### src/core/ifte_pkg.sv
// Purpose: Constants and types for the instruction fault and trace exception unit.
// Assumes: 32-bit addresses, 16-bit status word with trace field in bits 15..14.
// Notes:   Shared by the core module and the bench.
// Functional notes
// - Illegal or unimplemented instructions are never executed; exception processing replaces them.
// - Entry copies status word, sets supervisor, clears both trace bits.
// - Vector 4 for illegal, vector 10 for unimplemented instruction.
// - Frame holds offset, status copy, and offending instruction address.
// - Privileged instruction in user mode raises a privilege violation.
// - Privilege violation caught before execution; supervisor, trace cleared, vector 8.
// - Privilege frame program counter is the violating instruction's first word.
// - After any exception, prefetch from fetched vector address, then resume.
// - Trace field: 00 none, 01 change of flow, 10 every instruction, 11 reserved.
// - Trace field sampled at instruction start decides its trace.
// - Change-of-flow mode traces only flow redirections and status word writes.
// - Trace taken after completion; instruction complete only after trace processing.
// - Suspended traced instruction defers trace until resumed and completed.
// - Pending interrupt waits until trace exception processing is done.
// - Forced exception of an instruction is processed before its trace.
// - Illegal or unimplemented instruction never produces a trace exception.
// - Trace between instructions; supervisor, trace bits cleared, vector 9.
// - Trace frame program counter is the next instruction's address.
// - Stop starting with trace field 3 loads status, traces, never stops.
// - Opword bits 15..12 equal to hex A means unimplemented instruction.
// - Vector addresses are relative to a programmable vector base register.
package ifte_pkg;

  // Register offsets (byte addresses).
  localparam logic [3:0] IFTE_OFS_VBASE   = 4'h0;
  localparam logic [3:0] IFTE_OFS_INFO    = 4'h4;
  localparam logic [3:0] IFTE_OFS_PC      = 4'h8;
  localparam logic [3:0] IFTE_OFS_COUNT   = 4'hc;
  localparam logic [31:0] IFTE_VBASE_RST  = 32'h0000_0000;

  // Status word fields.
  localparam int IFTE_SR_TUP  = 15;
  localparam int IFTE_SR_TLO  = 14;
  localparam int IFTE_SR_SUP  = 13;

  // Vector numbers.
  localparam logic [7:0] IFTE_VEC_ILLEGAL = 8'h04;
  localparam logic [7:0] IFTE_VEC_PRIV    = 8'h08;
  localparam logic [7:0] IFTE_VEC_TRACE   = 8'h09;
  localparam logic [7:0] IFTE_VEC_UNIMPL  = 8'h0a;
  localparam logic [3:0] IFTE_ALINE       = 4'ha;

  // Trace field encodings.
  localparam logic [1:0] IFTE_TR_NONE = 2'h0;
  localparam logic [1:0] IFTE_TR_FLOW = 2'h1;
  localparam logic [1:0] IFTE_TR_ALL  = 2'h2;
  localparam logic [1:0] IFTE_TR_RSVD = 2'h3;

  typedef enum logic [1:0] {
    IFTE_IDLE,
    IFTE_FRAME,
    IFTE_VFETCH,
    IFTE_PREF
  } ifte_state_t;

  // Stack frame handed to the stacking logic.
  typedef struct packed {
    logic [7:0]  vec;
    logic [15:0] offset;
    logic [31:0] pc;
    logic [15:0] sr;
  } ifte_frame_t;

  // Instruction as it begins execution.
  typedef struct packed {
    logic        valid;
    logic [15:0] opword;
    logic [31:0] pc;
    logic        illegal;
    logic        priv;
    logic        flow;
    logic        stop;
  } ifte_issue_t;

  // Instruction completion report.
  typedef struct packed {
    logic        valid;
    logic [31:0] next_pc;
    logic        flow_taken;
    logic        forced;
    logic [7:0]  forced_vec;
    logic [31:0] forced_pc;
  } ifte_done_t;

endpackage : ifte_pkg

### src/core/ifte_core.sv
// Purpose: Sequences illegal, unimplemented, privilege and trace exceptions.
// Assumes: Pipeline reports issue and completion; inputs synchronous to core_clk_i.
// Notes:   All outputs are registered; registers reached over a plain strobe port.
//
// Design decisions made here: strobed register access and the address map.
`timescale 1ns/1ps
module ifte_core (
  // Clock and reset
  input  wire logic                  core_clk_i,
  input  wire logic                  rstn_i,
  // Register port
  input  wire logic [3:0]            reg_addr_i,
  input  wire logic [31:0]           reg_wdata_i,
  input  wire logic                  reg_wr_i,
  input  wire logic                  reg_rd_i,
  output logic      [31:0]           reg_rdata_o,
  // Pipeline events
  input  wire ifte_pkg::ifte_issue_t issue_i,
  input  wire ifte_pkg::ifte_done_t  done_i,
  input  wire logic                  suspend_i,
  input  wire logic                  irq_pending_i,
  input  wire logic [15:0]           status_word_i,
  // Status word update and execution control
  output logic                       sr_wr_o,
  output logic      [15:0]           sr_new_o,
  output logic                       exec_block_o,
  output logic                       stop_inhibit_o,
  output logic                       irq_hold_o,
  output logic                       busy_o,
  // Frame stacking
  output logic                       frame_req_o,
  output ifte_pkg::ifte_frame_t      frame_o,
  input  wire logic                  frame_ack_i,
  // Vector fetch and prefetch
  output logic                       vec_rd_o,
  output logic      [31:0]           vec_addr_o,
  input  wire logic                  vec_valid_i,
  input  wire logic [31:0]           vec_data_i,
  output logic                       fetch_req_o,
  output logic      [31:0]           fetch_addr_o,
  input  wire logic                  fetch_ack_i
);
  import ifte_pkg::*;

  // ==========================================================================
  // State
  // ==========================================================================
  typedef struct packed {
    ifte_state_t fsm;
    logic [31:0] vbase;
    logic        busy;
    logic        inflight;
    logic        suspended;
    logic [1:0]  tmode;
    logic        tflow;
    logic        tstop;
    logic        tpend;
    logic [31:0] tpc;
    logic [31:0] count;
    logic [31:0] rdata;
    logic        sr_wr;
    logic [15:0] sr_new;
    logic        exec_block;
    logic        stop_inh;
    logic        irq_hold;
    logic        frame_req;
    ifte_frame_t frame;
    logic        vec_rd;
    logic [31:0] vec_addr;
    logic        fetch_req;
    logic [31:0] fetch_addr;
  } ifte_regs_t;

  ifte_regs_t st_r;
  ifte_regs_t st_nxt;

  // Frame with status copy; offset is vector times four.
  function automatic ifte_frame_t mk_frame(input logic [7:0] vec, input logic [31:0] pc,
                                            input logic [15:0] sr);
    ifte_frame_t f;
    f.vec    = vec;
    f.offset = {6'h00, vec, 2'h0};
    f.pc     = pc;
    f.sr     = sr;
    return f;
  endfunction : mk_frame

  // Supervisor set, both trace bits cleared.
  function automatic logic [15:0] entry_sr(input logic [15:0] sr);
    logic [15:0] s;
    s              = sr;
    s[IFTE_SR_SUP] = 1'b1;
    s[IFTE_SR_TUP] = 1'b0;
    s[IFTE_SR_TLO] = 1'b0;
    return s;
  endfunction : entry_sr

  // ==========================================================================
  // Next state
  // ==========================================================================
  always_comb begin
    logic        take;
    logic [7:0]  tvec;
    logic [31:0] tpc;
    logic        trace_now;
    st_nxt    = st_r;
    take      = 1'b0;
    tvec      = 8'h00;
    tpc       = 32'h0000_0000;
    trace_now = 1'b0;
    st_nxt.sr_wr      = 1'b0;
    st_nxt.exec_block = 1'b0;

    // Register port.
    if (reg_wr_i) begin
      if (reg_addr_i == IFTE_OFS_VBASE) begin
        st_nxt.vbase = reg_wdata_i;
      end
    end
    if (reg_rd_i) begin
      if (reg_addr_i == IFTE_OFS_VBASE) begin
        st_nxt.rdata = st_r.vbase;
      end else if (reg_addr_i == IFTE_OFS_INFO) begin
        st_nxt.rdata = {st_r.frame.sr, 6'h00, st_r.fsm, st_r.frame.vec};
      end else if (reg_addr_i == IFTE_OFS_PC) begin
        st_nxt.rdata = st_r.frame.pc;
      end else if (reg_addr_i == IFTE_OFS_COUNT) begin
        st_nxt.rdata = st_r.count;
      end else begin
        st_nxt.rdata = 32'h0000_0000;
      end
    end

    case (st_r.fsm)
      IFTE_IDLE: begin
        if (st_r.tpend) begin
          // Trace left over after a forced exception.
          take         = 1'b1;
          tvec         = IFTE_VEC_TRACE;
          tpc          = st_r.tpc;
          st_nxt.tpend = 1'b0;
        end else if (issue_i.valid && !(st_r.inflight && st_r.suspended)) begin
          if (issue_i.opword[15:12] == IFTE_ALINE) begin
            take              = 1'b1;
            tvec              = IFTE_VEC_UNIMPL;
            tpc               = issue_i.pc;
            st_nxt.exec_block = 1'b1;
          end else if (issue_i.illegal) begin
            take              = 1'b1;
            tvec              = IFTE_VEC_ILLEGAL;
            tpc               = issue_i.pc;
            st_nxt.exec_block = 1'b1;
          end else if (issue_i.priv && !status_word_i[IFTE_SR_SUP]) begin
            take              = 1'b1;
            tvec              = IFTE_VEC_PRIV;
            tpc               = issue_i.pc;
            st_nxt.exec_block = 1'b1;
          end else begin
            // Trace field taken as execution begins.
            st_nxt.inflight  = 1'b1;
            st_nxt.suspended = 1'b0;
            st_nxt.tmode     = status_word_i[IFTE_SR_TUP:IFTE_SR_TLO];
            st_nxt.tflow     = issue_i.flow;
            st_nxt.tstop     = issue_i.stop;
            st_nxt.stop_inh  = issue_i.stop &&
                               (status_word_i[IFTE_SR_TUP:IFTE_SR_TLO] == IFTE_TR_RSVD);
          end
        end
        if (!take && st_r.inflight && done_i.valid) begin
          case (st_r.tmode)
            IFTE_TR_NONE: trace_now = 1'b0;
            IFTE_TR_FLOW: trace_now = st_r.tflow && done_i.flow_taken;
            IFTE_TR_ALL:  trace_now = 1'b1;
            default:      trace_now = st_r.tstop;
          endcase
          st_nxt.inflight  = 1'b0;
          st_nxt.suspended = 1'b0;
          st_nxt.stop_inh  = 1'b0;
          if (done_i.forced) begin
            take         = 1'b1;
            tvec         = done_i.forced_vec;
            tpc          = done_i.forced_pc;
            st_nxt.tpend = trace_now;
            st_nxt.tpc   = done_i.next_pc;
          end else if (trace_now) begin
            take = 1'b1;
            tvec = IFTE_VEC_TRACE;
            tpc  = done_i.next_pc;
          end
        end
        // A suspension reported in the completing cycle wins over the clear when no exception or trace is taken.
        if (!take && st_r.inflight && suspend_i) begin
          st_nxt.suspended = 1'b1;
        end
        if (take) begin
          st_nxt.frame     = mk_frame(tvec, tpc, status_word_i);
          st_nxt.sr_new    = entry_sr(status_word_i);
          st_nxt.sr_wr     = 1'b1;
          st_nxt.frame_req = 1'b1;
          st_nxt.count     = st_r.count + 32'h0000_0001;
          st_nxt.fsm       = IFTE_FRAME;
        end
      end
      IFTE_FRAME: begin
        if (frame_ack_i) begin
          st_nxt.frame_req = 1'b0;
          st_nxt.vec_rd    = 1'b1;
          st_nxt.vec_addr  = st_r.vbase + {16'h0000, st_r.frame.offset};
          st_nxt.fsm       = IFTE_VFETCH;
        end
      end
      IFTE_VFETCH: begin
        if (vec_valid_i) begin
          st_nxt.vec_rd     = 1'b0;
          st_nxt.fetch_req  = 1'b1;
          st_nxt.fetch_addr = vec_data_i;
          st_nxt.fsm        = IFTE_PREF;
        end
      end
      IFTE_PREF: begin
        if (fetch_ack_i) begin
          st_nxt.fetch_req = 1'b0;
          st_nxt.fsm       = IFTE_IDLE;
        end
      end
      default: st_nxt.fsm = IFTE_IDLE;
    endcase

    // Interrupts wait while a trace is owed or being processed.
    st_nxt.irq_hold = irq_pending_i && (st_nxt.tpend || (take && tvec == IFTE_VEC_TRACE) ||
                      (st_nxt.fsm != IFTE_IDLE && st_nxt.frame.vec == IFTE_VEC_TRACE));
    st_nxt.busy = st_nxt.frame_req | st_nxt.vec_rd | st_nxt.fetch_req | st_nxt.tpend;
  end

  // ==========================================================================
  // Registers
  // ==========================================================================
  always_ff @(posedge core_clk_i or negedge rstn_i) begin
    if (!rstn_i) begin
      st_r     <= '0;
      st_r.fsm <= IFTE_IDLE;
      st_r.vbase <= IFTE_VBASE_RST;
    end else begin
      st_r <= st_nxt;
    end
  end

  assign reg_rdata_o    = st_r.rdata;
  assign sr_wr_o        = st_r.sr_wr;
  assign sr_new_o       = st_r.sr_new;
  assign exec_block_o   = st_r.exec_block;
  assign stop_inhibit_o = st_r.stop_inh;
  assign irq_hold_o     = st_r.irq_hold;
  assign busy_o         = st_r.busy;
  assign frame_req_o    = st_r.frame_req;
  assign frame_o        = st_r.frame;
  assign vec_rd_o       = st_r.vec_rd;
  assign vec_addr_o     = st_r.vec_addr;
  assign fetch_req_o    = st_r.fetch_req;
  assign fetch_addr_o   = st_r.fetch_addr;

endmodule : ifte_core

### config.mk
export PLATFORM = sky130hd
export DESIGN_NAME = ifte_core
export DESIGN_NICKNAME = d
export VERILOG_FILES = /design/src/core/ifte_pkg.sv /design/src/core/ifte_core.sv
export SDC_FILE = /design/constraint.sdc
export NUM_CORES = 1
export LEC_CHECK = 0
export BUFFER_PORTS_ARGS = -buffer_cell sky130_fd_sc_hd__buf_2
export CAP_MARGIN = 20
export CELL_PAD_IN_SITES_DETAIL_PLACEMENT = 0
export CELL_PAD_IN_SITES_GLOBAL_PLACEMENT = 1
export CORE_MARGIN = 3
export CORE_UTILIZATION = 25
export CTS_BUF_LIST = sky130_fd_sc_hd__clkbuf_4
export DETAILED_ROUTE_END_ITERATION = 12
export PLACE_DENSITY = 0.53
export SYNTH_ARGS = -nofsm -noshare
export SYNTH_HDL_FRONTEND = slang
export SYNTH_SLANG_ARGS = --single-unit
### constraint.sdc
create_clock -name core_clk_i -period 7.1 [get_ports core_clk_i]
set_input_delay 1.42 -clock core_clk_i [delete_from_list [all_inputs] [get_ports core_clk_i]]
set_output_delay 1.42 -clock core_clk_i [all_outputs]
set_load 0.1 [all_outputs]
Yosys cells after proc, flatten, opt, wreduce, memory -nomap -nowiden. Index checks and enable logic that the tools add are counted.

Register bits: 287. Latch bits: 0. RAM bits: 0. Bits in read-only memories: 0. Input port bits: 221. Logic and storage cells: 156. Memories: 0.

Add/subtract/negate cells: 2. Multipliers: 0. Divide/modulo/power cells: 0. Order comparisons: 0. Equal/unequal tests: 20. Shifts and indexed selects: 0. Mux-type cells: 69. Bitwise gates (word level): 7. Reductions and logical operators: 32.

Operator list (count): $mux 32 (13); $mux 33 (4); $mux 73 (1); $mux 72 (1); $mux 65 (1); $add 32x1->32 const B (1); $add 32x10->32 (1); $mux 8 (4); $mux 6 (5); $mux 1 (21); $mux 4 (5); $mux 19 (1); $reduce_and 6->1 (3); $mux 17 (1); $eq 8x4->1 const B (2); $mux 2 (7); $eq 4x4->1 const B (3); $logic_and 1x1->1 (12); $ne 3x1->1 const B (4); $eq 2x2->1 const B (4); $ne 2x1->1 const B (4); $pmux 2 s4 (1); $reduce_and 2->1 (4); $pmux 1 s2 (3); 12 further kinds (24).

Depth between registers and ports, before layout.
Depth in word-level cells: 23. Gate-level depth with buffers: 11. Mapped depth without buffers: 10.

Least setup slack after synthesis. No wires, ideal clock.

Kind: input to register. Start: in done_i[40] in the netlist's numbering. End: reg st_r (netlist bit irq_hold_o). Library setup time: 92 ps. Arrival: 3283 ps. Data required time: 7008 ps. Path slack: 3725 ps. Stages on the path: 8. Buffers on the path: 1. Cell sequence: buf_2 a311oi_1 or3_4 a21o_1 a311oi_1 a21o_1 or4b_1 o31ai_2.

RTL lines: start, declared (line ifte_core.sv:19) `input wire ifte_pkg::ifte_done_t done_i,`; end signal, assigned (line ifte_core.sv:244) `st_r <= st_nxt;`; end, declared (line ifte_core.sv:74) `ifte_regs_t st_r;`.

Worst setup path in the final report.
Start: reg st_r[296] in the netlist's numbering. End: reg st_r[221] in the netlist's numbering.

Cells in the longest elaborated chain, start to end: 2.

Ends and longest elaborated chain: $logic_not 2->1 (line ifte_core.sv:134) `case (st_r.fsm)`; $reduce_and 2->1 (no source line).

Every way passes these cells. A chain may end at the register's enable or synchronous reset.

==> results.md <==
* Hold path depth at 1
* DRC at 0
* Congestion Overflow GR at 0
* First-pass DRT Iterations at 6
* Clock buffer depth at 3
* Status: finished clean
* Vias in the first global route at 11000
* Maxcap violations at 0
* Slew margin rel. at roughly 28%
* WP data required at 7.82 ns
* Register area share after synthesis at between 40% and 50%
* Final period util at about 49%
* Starting Density at 25.6%
* Fill cell count at 5802
* Reg clk slew, reported paths at 0.06 ns
* Core area at roughly 0.055 mm²
* Largest net degree at the start of global routing at 156
* Worst setup SP type: flop
* DP Wirelength at 35300 µm
* Routed vias at 10800
* Htree depth at 3
* Antenna viol nets, final at 0
* Post-Route Setup TNS at 0 ns
* # IOs at 413
* Main area contributors after synthesis: dfrtp_1 49%, buf_4 9.9%, mux2_2 8.3%
* # clock sinks at 274
* Crit Path Max Fanout at 22
* Row count at 85
* CTS buffer count at 86
* Initial antenna violation count at 8
* Yosys reg bits at 274
* Crit end category: flop
* CTS tree: yes
* Max Clk Rate at 0.288 GHz
* Cells after Synth at 1342
* Gr usage total at between 10% and 20%
* Most common cell after layout, fill and taps aside: buf_2
* Die ar. at 0.0587 mm²
* Reg2reg path depth at 9
* Most frequent cells in the layout: 389 x buf_2, 274 x dfrtp_1, 145 x nand2_1
* Tightest Pin Transition at about 1.1 ns
* Die width at 242 µm
* Aggregate routed wire length at approximately 48000 µm
* Area Overhead vs Synth at 17.6%
* Post-layout min period at 3.47 ns
* Async set or reset register ratio after synthesis at 100%
* Final Setup Violations at 0
* Hold_buf cts at 0
* GPL Wtd Cong at 0.807
* Mapped Area at 0.0139 mm²
* Syn_area_per_cell at 10.4 µm²
* WS Path Type: flop to flop
* Detailed Route Iter0 Violations at roughly 670
* R2r setup slk at between 3 and 4 ns
* First-pass GRT wire length at 72300 µm
* Crit path DAT at 4.20 ns
* Max-slew violations at 0
* Unrepaired setup endpoints after global routing: false
* Nets at 1829
* Yosys top cell area share at about half
* Setup bufs post-CTS at 0
* Clock Tree Root: clkbuf_4
* Average wire per standard cell at slightly above 20 µm
* Clock Skews at approximately 0.055 ns
* Port bufs at ~400
* Hold WC Path Type: flop to flop
* Synth warnings at 0
* Post-synth EDFFs at 0
* Chip height at between 200 and 250 µm
* Clk_lat worst skew at roughly 0.81 ns
* Most used DFF post-synth: dfrtp_1
* Post-cts resize count at 0
* Vias/cell at about 4.5
* Layout cells sized above 1 at between 40% and 50%
* Synth unique cells at 60
* Final hold vios at 0
* Largest area contributor in the netlist: dfrtp_1
worst max-delay path: stages (launching register included):
cell      delay (ns)
dfrtp_1         0.43
inv_1           0.12
ha_1            0.34
clkinv_1        0.37
a21o_1          0.55
buf_4           0.37
or3_1           0.49
or2_1           0.36
nor3_2          0.16
xor2_1          0.18
worst paths after layout:
path	start	end
worst max-delay path	st_r[296]	st_r[221]
worst min-delay path	sr_new_o[13]	sr_new_o[13]
worst max register to register	st_r[296]	st_r[221]
worst min register to register	sr_new_o[13]	sr_new_o[13]
max in group asynchronous	rstn_i	frame_o[31]
min in group asynchronous	rstn_i	vec_addr_o[24]
flip-flops by register name (all words and copies together), names as in the netlist:
register	count
reg_rdata_o	32
frame_req_o	1
sr_wr_o	1
st_r	105
stop_inhibit_o	1
sr_new_o	1
vec_addr_o	32
frame_o	64
fetch_req_o	1
fetch_addr_o	32
vec_rd_o	1
busy_o	1
irq_hold_o	1
exec_block_o	1
metal layers:
layer | share of wire [%] | track usage [%] | wire (µm)
met1 | 46 | 22.1 | 22400
met2 | 44 | 24.7 | 21400
met3 | 6.2 | 4.53 | 2990
met4 | 2.8 | 6.12 | 1360
met5 | 0.027 | 0 | 13
synthesized netlist by cell type (3+ instances only):
master and instances:
clkbuf_1 51, dfrtp_1 274, o21ai_0 46, a221oi_1 27
a21boi_0 3, and4_1 3, a21oi_1 44, or3_1 3
o21a_1 3, inv_1 18, xor2_1 15, nor3b_1 5
nand4_1 13, buf_1 13, xnor2_1 44, nor4bb_1 3
a222oi_1 38, and2_1 3, a22o_1 9, ha_1 13
nand3_1 20, nand2b_1 3, buf_2 4, nor2_1 129
nand2_1 146, nor4b_1 7, buf_4 184, a31oi_1 35
nor4_1 6, mux2_2 103, and3_1 8, nor3_1 5
mux2i_1 28, a21o_1 4
stage by stage:
stage	utilization [%]	cells	worst slack [ns]	hold WS (ns)	area (µm²)
4_1_cts	30.0	2378	3.63	0.471	16400
3_3_place_gp	28.2	2243	2.85	0.459	15400
3_5_place_dp	28.2	2243	2.85	0.457	15400
6_report	30.1	2388	3.63	0.458	16400
5_1_grt	30.1	2388	3.38	0.484	16400
2_1_floorplan	-	1351	3.73	0.436	14000
cells by family after synthesis:
group	share of synthesized area (%)
AOI/OAI and AO/OA	11.2
xor gates and xnor gates	3.70
adders and majority gates	1.31
buffers and inverters	12.5
DFF	49.2
muxes	10.3
other	0.0269
and+or+nand+nor	11.8
cell type report:
type | instances | area, µm² | area share [%]
sequential | 274 | 6860 | 41.8
multi-input combinational | 803 | 5430 | 33.1
timing repair buffer | 409 | 2120 | 12.9
tap | 739 | 925 | 5.64
clock buffer | 114 | 856 | 5.22
clock inverter | 21 | 123 | 0.747
inverter | 20 | 76.3 | 0.465
antenna | 8 | 20.0 | 0.122
Power is left out: the tool's default activity adds up to more than one toggle a clock period on the data nets, which glitch-free logic cannot reach.
